File: config.mk
export PLATFORM = sky130hd
export DESIGN_NAME = dcc_top
export DESIGN_NICKNAME = d
export VERILOG_FILES = /design/src/hw/dcc_top.v
export VERILOG_INCLUDE_DIRS = /design/src /design/src/hw
export SDC_FILE = /design/constraint.sdc
export NUM_CORES = 1
export LEC_CHECK = 0
export ABC_CLOCK_PERIOD_IN_PS = 1900
export BUFFER_PORTS_ARGS = -buffer_cell sky130_fd_sc_hd__buf_2
export CAP_MARGIN = 40
export CORE_AREA = 2 2 74 76
export CTS_BUF_LIST = sky130_fd_sc_hd__clkbuf_8
export DETAILED_ROUTE_END_ITERATION = 7
export DIE_AREA = 0 0 76 78
export GPL_ROUTABILITY_DRIVEN = 0
export MAX_ROUTING_LAYER = met4
export PLACE_DENSITY = 0.84
export SYNTH_ARGS = -nofsm -noshare
export SYNTH_HDL_FRONTEND = slang
export SYNTH_SLANG_ARGS = --single-unit
File: constraint.sdc
create_clock -name pclk -period 1.9 [get_ports pclk]
set_input_delay 0.285 -clock pclk [delete_from_list [all_inputs] [get_ports pclk]]
set_output_delay 0.285 -clock pclk [all_outputs]
set_load 0.1 [all_outputs]
File: src/hw/dcc_defines.vh
// Register map, field positions, reset values and mode codes of the comparator control
`ifndef DCC_DEFINES_VH
`define DCC_DEFINES_VH

// Byte offsets of the APB registers
`define DCC_OFS_CTRL        8'h00
`define DCC_OFS_REQ         8'h04
`define DCC_OFS_ENA         8'h08
`define DCC_OFS_INTCTL      8'h0C
`define DCC_OFS_DIR         8'h10
`define DCC_OFS_PORT        8'h14

// Control register fields
`define DCC_CTRL_OUT2       7
`define DCC_CTRL_OUT1       6
`define DCC_CTRL_INV2       5
`define DCC_CTRL_INV1       4
`define DCC_CTRL_CIS        3
`define DCC_CTRL_MODE_HI    2
`define DCC_CTRL_MODE_LO    0

// Flag, enable and interrupt-control bit positions
`define DCC_REQ_FLAG        6
`define DCC_ENA_FLAG        6
`define DCC_INT_GLOBAL      7
`define DCC_INT_PERIPH      6

// Direction bits of the two comparator output pins
`define DCC_DIR_PIN1        1
`define DCC_DIR_PIN2        2

// Reset values
`define DCC_RST_CTRL        8'h07
`define DCC_RST_DIR         8'hFF

// Mode codes
`define DCC_MODE_OFF        3'h7
`define DCC_MODE_MUX_REF    3'h6
`define DCC_MODE_PIN_OUT    3'h3

`endif

File: src/hw/dcc_top.v
// Dual comparator control, status, pin routing and change-flag logic
// Functional notes
// Status bit is 1 when positive input exceeds negative; inversion bit reverses it.
// Control bits 5 and 4 invert comparator two and one outputs.
// Status bits 7 and 6 are read-only; writes there do nothing.
// Three-bit mode field picks one of eight configurations; direction bits set pins.
// In mode 110 input switch picks F5/F3 when 1, F6/F4 when 0.
// Internal reference drives both positive inputs, only in mode 110.
// Pin output carries raw unsynchronized comparator output when pin routing enabled.
// Direction bits still act as output enable of the two routed pins.
// Change flag is set whenever either comparator output changes.
// Software keeps its own copy of status bits to see which changed.
// Flag clears only by writing 0; writing 1 sets it.
// Request reaches processor only with flag enable, peripheral and global enables.
// Flag still sets while any enable is clear; only forwarding is blocked.
// A change coinciding with a control read may miss setting the flag.
// Any control register read or write ends the mismatch condition.
// Persisting mismatch keeps setting the flag until control is accessed.
// Software should disable the interrupt while changing the mode field.
// Port data read returns 0 for every pin configured analog.
// Reset returns control register to mode 111, comparators off.
// Comparators keep working in sleep; enabled change wakes; control preserved.
// Latch of adjusted outputs reloads on control access; mismatch requests flag set.
// Status path is two-flop synchronized; pin path stays unsynchronized.
//
// The implementer's own choices: the APB slave port and the placing of the registers.
`timescale 1ns/10ps
`default_nettype none
`include "dcc_defines.vh"

// Register map, one word per register, data in the low byte:
//   0x00 control: status 7:6 (read-only), inversion 5:4, switch 3,
//        mode 2:0; any access reloads the mismatch latch
//   0x04 change flag in bit 6; 0x08 its enable in bit 6
//   0x0C global enable bit 7, peripheral enable bit 6
//   0x10 direction, 1 = input; 0x14 synchronized port levels
// Unmapped addresses answer with an error and ignore writes.

module dcc_top (
    input  wire        pclk,
    input  wire        presetn,
    input  wire        psel,
    input  wire        penable,
    input  wire        pwrite,
    input  wire [7:0]  paddr,
    input  wire [31:0] pwdata,
    output reg  [31:0] prdata,
    output reg         pready,
    output reg         pslverr,
    input  wire        first_compare_raw,
    input  wire        second_compare_raw,
    input  wire [7:0]  port_f_in,
    input  wire [7:0]  analog_pin_mask,
    output wire        port_f_pin1_out,
    output wire        port_f_pin2_out,
    output reg         port_f_pin1_oe,
    output reg         port_f_pin2_oe,
    output reg  [1:0]  compare_enable,
    output reg         ref_to_positive,
    output reg         neg_input_switch,
    output reg         compare_irq_request,
    output reg         wake_request
);

    reg [7:0] ctrl;
    reg       flag;
    reg       flag_enable;
    reg       global_enable;
    reg       periph_enable;
    reg [7:0] direction;
    reg [1:0] sync1;
    reg [1:0] sync2;
    reg       next_flag;
    reg [7:0] port_s1;
    reg [7:0] port_s2;
    reg [1:0] latched;
    reg [31:0] next_rdata;
    reg        next_err;

    wire [2:0] mode = ctrl[`DCC_CTRL_MODE_HI:`DCC_CTRL_MODE_LO];
    wire [1:0] inv  = {ctrl[`DCC_CTRL_INV2], ctrl[`DCC_CTRL_INV1]};
    wire       pin_route = (mode == `DCC_MODE_PIN_OUT);

    // Access phase: the one edge where a transfer really completes
    wire xfer     = psel & penable & pready;
    wire wr       = xfer & pwrite;
    wire ctrl_acc = xfer & (paddr == `DCC_OFS_CTRL);

    // Adjusted, synchronized outputs feed status and mismatch
    // Any difference from the latch is a pending, unacknowledged change
    wire [1:0] adjusted = sync2 ^ inv;
    wire       mismatch = (adjusted != latched);

    // Flag write strobe, kept apart from the mismatch set path
    wire       wr_req   = wr & (paddr == `DCC_OFS_REQ);

    function is_mapped;
        input [7:0] a;
        begin
            is_mapped = (a == `DCC_OFS_CTRL) || (a == `DCC_OFS_REQ) ||
                        (a == `DCC_OFS_ENA) || (a == `DCC_OFS_INTCTL) ||
                        (a == `DCC_OFS_DIR) || (a == `DCC_OFS_PORT);
        end
    endfunction

    // Mode decode shared by the reference and input-switch routing
    function is_mux_ref;
        input [2:0] m;
        begin
            is_mux_ref = (m == `DCC_MODE_MUX_REF);
        end
    endfunction

    // Pin path is raw on purpose: no clock delay to the outside world.
    // Glitches near the threshold reach the pin unfiltered.
    assign port_f_pin1_out = (first_compare_raw ^ inv[0]) & pin_route;
    assign port_f_pin2_out = (second_compare_raw ^ inv[1]) & pin_route;

    // Comparator synchronizer; first stage read only by the second.
    // Costs two cycles of status latency but keeps metastability away
    // from the mismatch detector, which fans out to the flag.
    always @(posedge pclk or negedge presetn) begin
        if (!presetn) begin
            sync1 <= 2'h0;
            sync2 <= 2'h0;
        end else begin
            sync1 <= {second_compare_raw, first_compare_raw};
            sync2 <= sync1;
        end
    end

    // Port level synchronizer for the digital read path
    always @(posedge pclk or negedge presetn) begin
        if (!presetn) begin
            port_s1 <= 8'h00;
            port_s2 <= 8'h00;
        end else begin
            port_s1 <= port_f_in;
            port_s2 <= port_s1;
        end
    end

    // Software-visible control, enable and direction registers
    always @(posedge pclk or negedge presetn) begin
        if (!presetn) begin
            ctrl          <= `DCC_RST_CTRL;
            flag_enable   <= 1'b0;
            global_enable <= 1'b0;
            periph_enable <= 1'b0;
            direction     <= `DCC_RST_DIR;
        end else if (wr) begin
            case (paddr)
                `DCC_OFS_CTRL: begin
                    // Status positions stay out of the stored value
                    ctrl <= {2'h0, pwdata[5:0]};
                end
                `DCC_OFS_ENA: begin
                    flag_enable <= pwdata[`DCC_ENA_FLAG];
                end
                `DCC_OFS_INTCTL: begin
                    global_enable <= pwdata[`DCC_INT_GLOBAL];
                    periph_enable <= pwdata[`DCC_INT_PERIPH];
                end
                `DCC_OFS_DIR: begin
                    direction <= pwdata[7:0];
                end
                default: begin
                    ctrl <= ctrl;
                end
            endcase
        end
    end

    // Latch reloads on every control access, read or write, ending the
    // mismatch. A write takes the pre-write adjusted value, so changing
    // an inversion bit raises the flag again on the next cycle.
    always @(posedge pclk or negedge presetn) begin
        if (!presetn) begin
            latched <= 2'h0;
        end else if (ctrl_acc) begin
            latched <= adjusted;
        end
    end

    // Next flag value: hardware set wins over a software clear.
    // The mismatch is checked every cycle, including the cycle of a
    // control access, so a coinciding change is never lost; this is
    // stricter than the allowed miss and costs nothing.
    always @* begin
        next_flag = flag;
        if (wr_req) begin
            next_flag = pwdata[`DCC_REQ_FLAG];
        end
        if (mismatch) begin
            next_flag = 1'b1;
        end
    end

    // Change flag register
    always @(posedge pclk or negedge presetn) begin
        if (!presetn) begin
            flag <= 1'b0;
        end else begin
            flag <= next_flag;
        end
    end

    // Request forwarding through the three-level enable chain
    always @(posedge pclk or negedge presetn) begin
        if (!presetn) begin
            compare_irq_request <= 1'b0;
            wake_request        <= 1'b0;
        end else begin
            compare_irq_request <= flag & flag_enable & periph_enable &
                                   global_enable;
            // Sleep wake needs only the local enable; clock keeps running
            wake_request        <= flag & flag_enable;
        end
    end

    // Output enables of the routed pins; a set direction bit means input
    always @(posedge pclk or negedge presetn) begin
        if (!presetn) begin
            port_f_pin1_oe <= 1'b0;
            port_f_pin2_oe <= 1'b0;
        end else begin
            port_f_pin1_oe <= pin_route & ~direction[`DCC_DIR_PIN1];
            port_f_pin2_oe <= pin_route & ~direction[`DCC_DIR_PIN2];
        end
    end

    // Analog routing controls; registered so the pads see clean levels
    always @(posedge pclk or negedge presetn) begin
        if (!presetn) begin
            compare_enable   <= 2'h0;
            ref_to_positive  <= 1'b0;
            neg_input_switch <= 1'b0;
        end else begin
            compare_enable   <= (mode == `DCC_MODE_OFF) ? 2'h0 : 2'h3;
            ref_to_positive  <= is_mux_ref(mode);
            neg_input_switch <= is_mux_ref(mode) & ctrl[`DCC_CTRL_CIS];
        end
    end

    // Read data mux; analog pins read as zero on the port
    // Upper bits of every word read as zero
    always @* begin
        next_rdata = 32'h00000000;
        next_err   = 1'b0;
        case (paddr)
            `DCC_OFS_CTRL: begin
                next_rdata[7:0] = {adjusted[1], adjusted[0], ctrl[5:0]};
            end
            `DCC_OFS_REQ: begin
                next_rdata[`DCC_REQ_FLAG] = flag;
            end
            `DCC_OFS_ENA: begin
                next_rdata[`DCC_ENA_FLAG] = flag_enable;
            end
            `DCC_OFS_INTCTL: begin
                next_rdata[`DCC_INT_GLOBAL] = global_enable;
                next_rdata[`DCC_INT_PERIPH] = periph_enable;
            end
            `DCC_OFS_DIR: begin
                next_rdata[7:0] = direction;
            end
            `DCC_OFS_PORT: begin
                next_rdata[7:0] = port_s2 & ~analog_pin_mask;
            end
            default: begin
                next_err = 1'b1;
            end
        endcase
    end

    // APB handshake: one wait state so read data comes from a flop
    always @(posedge pclk or negedge presetn) begin
        if (!presetn) begin
            pready  <= 1'b0;
            pslverr <= 1'b0;
        end else if (psel && penable && !pready) begin
            pready  <= 1'b1;
            pslverr <= next_err | ~is_mapped(paddr);
        end else begin
            pready  <= 1'b0;
            pslverr <= 1'b0;
        end
    end

    // Read data stands only with pready, zero otherwise; write cycles
    // return zero so no stale register value leaks onto the bus
    always @(posedge pclk or negedge presetn) begin
        if (!presetn) begin
            prdata <= 32'h00000000;
        end else if (psel && penable && !pready && !pwrite) begin
            prdata <= next_rdata;
        end else begin
            prdata <= 32'h00000000;
        end
    end

endmodule
`default_nettype wire

==> impl.org, run 1 <==
** STA
- Of the available clock period, the critical path in the final layout requires 0.9476.
- Fmax :: around 560 MHz
- The worst pin sits at a relative slew slack of 0.5922.
- The count of pins over their slew limit is 0.
- Clock skew on the completed layout was measured at around 0.0065 ns.
- Setup repair after global routing left no endpoint under its margin.
- Across all setup checks in the final design, the least slack found is 0.09957 ns.
- Total of endpoints with negative setup slack in the final report :: 0
- Hold Fails Final Rpt :: 0
- At the pin with the least slew margin, the transition time is 0.6118 ns.
- After layout, the minimum clock period comes to about 1.8 ns.

** Finish
- Of the cells placed in the final design, the portion with a size suffix greater than 1 is 0.4109.
- Footprint of the multi-input gates :: 872.1 sq um
- Registers take 0.001444 sq mm.
- The layout has between 400 and 500 filler cells.
- End-of-flow core utilization :: 0.5973
- Antenna cell count :: 0
- In the layout the commonest cells are 56 x sky130_fd_sc_hd__buf_2, 45 x sky130_fd_sc_hd__dfrtp_1, 24 x sky130_fd_sc_hd__conb_1.
- Relative to the synthesized area, the layout overhead comes to 22.99%.
- Commonest non-fill, non-tap cell in the layout :: sky130_fd_sc_hd__buf_2
- After the last flow step, the layout net total stands at ~330.

** Routing
- For this run, design rule violations remaining after detail routing come to 0.
- The final layout contains routed wiring with a total length of between 4 and 5 mm.
- Average wire per cell in the routed design :: 13.80 um
- Average vias per placed instance :: about 4.8
- After the first detailed-routing iteration, the DRC count stood at 151.
- Router iterations before antenna repair :: 4
- Routed Antenna Nets :: 0
- Routed via count :: roughly 1600

** Worst setup path
- Worst Path Arrival :: about 1.5 ns
- Startpoint of the most critical setup path :: ctrl[1]$_DFFE_PN1P_
- Reg2Reg Setup Slack :: ~0.14 ns
- Largest fanout on the critical path :: 5
- Last element of the critical path :: port_f_pin2_out
- Measured in cells, the most critical reg-to-reg path has a length of 4.
- The setup path with the least slack is of type register to output pin.
- The worst setup path is launched from a register.
- The worst register-to-register path begins at pready$_DFF_PN0_.
- For the worst setup path, the data required time is roughly 1.6 ns.
- CP endpoint kind :: output pin
- Terminus of the critical flop-to-flop path :: global_enable$_DFFE_PN0P_

** Yosys
- The synthesized design spends more area on one cell type than any other, namely sky130_fd_sc_hd__dfrtp_1.
- Syn avg cell area :: 12.37 sq um
- During synthesis, Yosys emitted a total of 0 warnings.
- After synthesis the netlist holds a flip-flop and latch count of between 50 and 60.
- Sequential fraction of the synthesis area :: 0.5881
- Synthesis handed over a netlist of about 200 instances.
- Netlist area before placement :: ~0.0024 sq mm
- Post-synth top area share :: 0.4701
- In this run, distinct cell masters in the synthesized netlist total 34.
- Most area-consuming cells after synthesis :: sky130_fd_sc_hd__dfrtp_1 47%, sky130_fd_sc_hd__dfstp_2 12%, sky130_fd_sc_hd__mux2_2 7.8%

** Global routing
- Entering global routing, the biggest net connects 32 pins.
- Global Route Usage Sum :: 0.1784
- The first global-routing pass estimated 7.686 mm of wire.
- The via count of the first global-routing pass is between 1500 and 2000.
- Overall overflow remaining after global route :: 0
- Antenna violations before repair :: 0

** Place
- Detailed placement ended at an HPWL of roughly 3.5 mm.
- Worst slack, placed :: -0.02816 ns
- During placement, the flow inserted port buffers numbering between 50 and 60.

** Die
- The floorplan step defined a die boundary enclosing roughly 0.0059 sq mm.
- Width of the die :: about 76 um
- The region available for standard cell placement spans 0.005042 sq mm.
- For this configuration, the core starts out at a cell density of 0.4856.
- Row count :: 26
- Number of ports placed on the die boundary :: 107
- In this run the vertical extent of the chip is approximately 78 um.

** Clock tree
- TritonCTS created 9 clock buffers.
- Htree depth :: 3
- TritonCTS built the clock tree.
- Clock tree buffer depth :: 2
- Buffer type at the clock tree root :: sky130_fd_sc_hd__clkbuf_8
- Clock transition at path regs :: about 0.060 ns
- Clock net sink count :: between 50 and 60
- Clock latency at the later pin of the worst-skew pair :: 0.33 ns

** Flow run
- Max-cap violations :: 0

** Run status
- The flow ran to the end, and the final reports show no timing, DRC or antenna violations.

** Power
- For this design the static power due to leakage is roughly 0.0015 uW.
- Power Total :: around 2800 uW
- Worst voltage drop across the vdd grid :: about 550 uV
- Dividing total power by cell area gives a power density of 916.4 mW/mm^2.

** Worst hold path
- Class of the most critical hold timing path :: input pin to register
- Cells on Worst Hold Path :: 1
[sequential cells by signal, indices dropped and copies added, names as in the netlist]
name                 flops
sync2                    2
pready                   1
direction                8
port_f_pin2_oe           1
latched                  2
periph_enable            1
flag_enable              1
port_s1                  8
sync1                    2
ctrl                     6
compare_enable           1
wake_request             1
port_f_pin1_oe           1
ref_to_positive          1
prdata                   8
neg_input_switch         1
global_enable            1
flag                     1
pslverr                  1
port_s2                  8
compare_irq_request      1
[worst min-delay path by stage]
| stage | from | to | slack, ns |
|---|---|---|---|
| CTS | port_f_in[2] | port_s1[2]$_DFF_PN0_ | 0.04 |
| global route | port_f_in[4] | port_s1[4]$_DFF_PN0_ | 0.03 |
| floorplan | presetn | compare_enable[0]$_DFF_PN0_ | -0.01 |
| detailed placement | presetn | prdata[6]$_DFF_PN0_ | 0.33 |
| finish | port_f_in[2] | port_s1[2]$_DFF_PN0_ | 0.06 |
| global placement | presetn | prdata[6]$_DFF_PN0_ | 0.32 |
[cell type report]
class,count,share of cell area
clock buffers,12,0.05484
clock inverters,4,0.01413
inverters,4,0.004985
multi-input cells,130,0.2896
flip-flops and latches,57,0.4794
well taps,70,0.02908
repair buffers,68,0.1280
[report_power, final]
part,switching (uW),internal (uW)
logic,306,62.4
registers,8.81,1240
clock network,439,701
[timing repair]
item / CTS / global route
setup buffers: 0 / 0
hold buffers: 1 / 0
gates resized for setup: 2 / 0
endpoints found under the setup margin: 2 / 0
endpoints found under the hold margin: 26 / 0
[logic make-up after synthesis]
group	count (synthesis)	synth area share
AND/OR/NAND/NOR	59	0.1431
flip-flops	57	0.5881
buffers and inverters	34	0.09095
multiplexers	24	0.1068
AO/OA/AOI/OAI	17	0.04804
XOR/XNOR	6	0.02146
other	1	0.001531
[stage by stage]
step           cells  cell area [sq um]  setup TNS, ns  hold WS, ns
2_1_floorplan    221               2539        -0.6703     -0.01059
3_3_place_gp     328               2789              0       0.3194
3_5_place_dp     328               2789       -0.05364       0.3316
4_1_cts          345               3012              0      0.04093
5_1_grt          345               3012              0      0.03196
6_report         345               3012              0      0.05979
[layer usage]
layer | GRT usage | routed length, um
met1 | 0.1956 | 1998
met2 | 0.2857 | 2383
met3 | 0.07093 | 286
met4 | 0.08727 | 93
met5 | - | 0
[synth_stat cells]
master and n:
sky130_fd_sc_hd__dfrtp_1 46, sky130_fd_sc_hd__buf_4 25, sky130_fd_sc_hd__mux2_2 17, sky130_fd_sc_hd__nor2_1 14
sky130_fd_sc_hd__dfstp_2 11, sky130_fd_sc_hd__nand2_1 10, sky130_fd_sc_hd__mux2i_1 7, sky130_fd_sc_hd__nand3b_1 6
sky130_fd_sc_hd__nor3b_1 6, sky130_fd_sc_hd__xnor2_1 6, sky130_fd_sc_hd__and2_1 5, sky130_fd_sc_hd__nor3_1 5
sky130_fd_sc_hd__inv_1 4, sky130_fd_sc_hd__o21ai_0 4, sky130_fd_sc_hd__and3_1 3, sky130_fd_sc_hd__clkbuf_1 3
sky130_fd_sc_hd__o21a_1 3, sky130_fd_sc_hd__o32ai_1 3, sky130_fd_sc_hd__a21oi_1 2, sky130_fd_sc_hd__nand3_1 2
sky130_fd_sc_hd__nand4_1 2, sky130_fd_sc_hd__nor4_4 2, sky130_fd_sc_hd__a21boi_0 1, sky130_fd_sc_hd__a22oi_1 1
sky130_fd_sc_hd__a31oi_1 1, sky130_fd_sc_hd__buf_1 1, sky130_fd_sc_hd__buf_2 1, sky130_fd_sc_hd__conb_1 1
sky130_fd_sc_hd__nand2b_1 1, sky130_fd_sc_hd__nor4_1 1, sky130_fd_sc_hd__o311ai_0 1, sky130_fd_sc_hd__o41ai_1 1
sky130_fd_sc_hd__or3_1 1, sky130_fd_sc_hd__or4_4 1
[worst max-delay path: stages, from the launching register on]
cell,delay (ns)
sky130_fd_sc_hd__dfstp_2,0.57
sky130_fd_sc_hd__nand3b_1,0.16
sky130_fd_sc_hd__nor2_1,0.16
sky130_fd_sc_hd__buf_4,0.30
No activity file was read; power rests on OpenSTA's default activity.
==> run 2, diff against run 1 <==
ABC_CLOCK_PERIOD_IN_PS = 1800   (was 1900)
CORE_AREA = 2 2 76 78   (was 2 2 74 76)
CTS_BUF_LIST = unset   (was sky130_fd_sc_hd__clkbuf_8)
DIE_AREA = 0 0 78 80   (was 0 0 76 78)
PLACE_DENSITY = 0.8   (was 0.84)
clock period = 1.8 ns   (was 1.9 ns; I/O delays follow)
==> impl.org, run 2 (synthesized netlist as in run 1, its figures left out) <==
** Run status
- The run finished with clean final reports.

** Power
- Overall power consumption after layout is estimated at around 3000 uW.
- Pint :: approximately 2100 uW
- Worst voltage drop across the vdd grid :: approximately 660 uV
- For this design the ratio of total power to cell area is 957.9 mW/mm^2.
- Part of the total power dissipated in combinational logic :: 0.131
- The share of total power dissipated in sequential elements is 0.446.
- Summed over all nets, the switching power comes to around 820 uW.
- Clk pwr share :: 0.423
- Switch share :: 0.2763
- The analysis attributes to cell leakage a power of 0.001503 uW.

** Routing
- The routed design has about 4.8 mm of wire.
- For this run, design rule violations remaining after detail routing come to 0.
- Dividing the detail-routed wire length by the instance count gives 13.83 um.
- Router iterations before antenna repair :: 4
- Using the TritonRoute via totals, the vias-per-cell ratio works out to about 4.8.
- Across all layers, the routed design uses roughly 1700 vias.
- Routed Antenna Nets :: 0
- The detailed router finished its first iteration with between 100 and 150 violations.

** Worst setup path
- Slowest cell delay on critical path :: 0.57 ns
- Crit start category :: register
- Along the worst path, the maximum fanout reaches 5.
- Count of buffer and inverter cells on the critical path :: 1
- Data arrives at the worst endpoint at 1.49 ns.
- Traced cell by cell, the critical path runs through nand3b_1 -> nor2_1 -> buf_12.
- Critical setup path kind :: register to output pin
- Cell family contributing the most delay on the critical path :: flip-flops
- Among all stages on the critical path, the largest delay is contributed by sky130_fd_sc_hd__dfstp_2.
- At the worst endpoint, the required time is 1.53 ns.
- STA classifies the critical path endpoint as an output pin.

** Global routing
- Largest net degree at the start of global routing :: 38
- The via count of the first global-routing pass is between 1500 and 2000.
- Wire length of the first global-routing pass :: between 7 and 8 mm
- For this run the aggregate overflow at the end of global routing stands at 0.
- Antenna violations before repair :: 0
- Global Route Usage Sum :: 0.1703

** Worst hold path
- The worst hold path belongs to the class input pin to register.

** STA
- Fmax :: 568.3 MHz
- The worst path meets setup with 0.04026 ns of slack.
- Period utilization :: 0.9776
- The count of pins over their slew limit is 0.
- The worst path needs approximately 1.8 ns of the cycle, external delays included.
- Worst clock skew on the final layout :: about 0.0055 ns
- The count of endpoints failing hold in the final timing report was 0.
- Setup repair after global routing could not meet its margin everywhere.
- Slew of the pin with the lowest slew margin :: approximately 0.5 ns
- Measured against its own limit, the worst slew margin works out to 0.6608.
- Setup violations remaining at the end of the flow were counted as 0.

** Finish
- Of the cells placed in the final design, the portion with a size suffix greater than 1 is 0.4239.
- Synthesis-to-finish area growth :: 26.26%
- Most frequent cells in the layout :: 56 x sky130_fd_sc_hd__buf_2, 45 x sky130_fd_sc_hd__dfrtp_1, 24 x sky130_fd_sc_hd__conb_1
- Number of nets in the layout :: around 330
- Commonest non-fill, non-tap cell in the layout :: sky130_fd_sc_hd__buf_2
- The number of antenna diodes in the final layout is 0.

** Place
- Before CTS, the worst setup slack after placement is -0.08496 ns.
- Total half-perimeter wirelength after legalization and detailed placement :: 3.476 mm
- The count of buffers added on input and output ports is 58.

** Clock tree
- Clock tree synthesis inserted a total of 9 buffers.
- Htree depth :: 3
- The root buffer cell chosen for the clock tree is sky130_fd_sc_hd__clkbuf_8.
- Clock tree buffer depth :: 2
- The tree built by TritonCTS fans out to 57 sinks.
- Clock latency at the later pin of the worst-skew pair :: approximately 0.33 ns
- Clock tree from TritonCTS :: yes
- Buffer count from post-CTS setup fixing :: 0
- Clock-pin slew was measured on the worst setup and hold paths at approximately 0.06 ns.
- Quantity of gates resized following cts :: 0

** Die
- During I/O placement, the number of pins put on the boundary was 107.
- The initial utilization of the core area, before any placement, comes to 0.4530.
- The floorplan step defined a die boundary enclosing 0.006240 sq mm.
- Core Footprint :: ~0.0054 sq mm
- Width of the die :: roughly 78 um
- Vertical extent of the die :: 80 um
- Row count :: 27

** Flow run
- Max-cap violations :: 0
==> run 2: changes by cell type in the layout (fill, tap and decap cells not counted), sizes merged <==
cell and delta:
clkinv +4, buf +1, inv -2, clkbuf -3, bufinv +1
==> run 2: layout make-up <==
type	count	area, sq um
fill	456	2313
sequential	57	1444
multi-input combinational	130	903.4
timing repair buffer	69	430.4
clock buffer	9	123.9
tap	72	90.09
clock inverter	7	85.08
inverter	4	15.01
==> run 2: power groups by stage <==
stage | registers [uW] | clock network, uW | logic [uW]
after floorplan | 1360 | 0 | 311
after global placement | 1340 | 0 | 385
after detailed placement | 1340 | 0 | 388
after CTS | 1320 | 1290 | 390
after global routing | 1320 | 1360 | 409
final | 1320 | 1250 | 389
==> run 2: worst register-to-register path, stage by stage, from the launching register on <==
cell,delay [ns]
sky130_fd_sc_hd__dfrtp_4,0.42
sky130_fd_sc_hd__nand4_1,0.08
sky130_fd_sc_hd__buf_4,0.17
sky130_fd_sc_hd__nor3_2,0.13
sky130_fd_sc_hd__and3_1,0.22
sky130_fd_sc_hd__mux2_2,0.34
==> run 2: routing by layer <==
layer  GRT usage  up-vias  wire length [um]
met4     0.07895        0                72
met3     0.06787       10               354
met1      0.1957      799              1993
met5           -        -                 0
li1            -      781                 -
met2      0.2638       68              2390
==> run 2: path summary, 6_finish.rpt <==
kind / slack [ns] / start / depth (start not counted) / end
setup / recovery: 0.04 / ctrl[1]$_DFFE_PN1P_ / 3 / port_f_pin1_out
max in group asynchronous: 0.74 / presetn / 3 / ctrl[0]$_DFFE_PN1P_
hold / removal: 0.04 / port_f_in[7] / 1 / port_s1[7]$_DFF_PN0_
min in group asynchronous: 0.44 / presetn / 2 / global_enable$_DFFE_PN0P_
setup reg to reg: 0.31 / pready$_DFF_PN0_ / 5 / periph_enable$_DFFE_PN0P_
hold reg to reg: 0.35 / port_s1[0]$_DFF_PN0_ / 0 / port_s2[0]$_DFF_PN0_
==> run 2: timing repair <==
item                       4_1_cts  5_1_grt
setup endpoints to repair        0        2
hold endpoints to repair        20        0
hold buffers                     1        0
==> run 2: through the flow <==
| stage | utilization | cells | TNS [ns] | cell area, sq um | hold WS (ns) |
|---|---|---|---|---|---|
| 2_1_floorplan | - | 221 | -1.758 | 2570 | -0.02559 |
| 3_3_place_gp | 0.5315 | 331 | -0.2751 | 2873 | 0.2607 |
| 3_5_place_dp | 0.5315 | 331 | -0.4971 | 2873 | 0.2725 |
| 4_1_cts | 0.5720 | 348 | 0 | 3092 | 0.02187 |
| 5_1_grt | 0.5720 | 348 | -0.06982 | 3092 | 0.01545 |
| 6_report | 0.5720 | 348 | 0 | 3092 | 0.03775 |
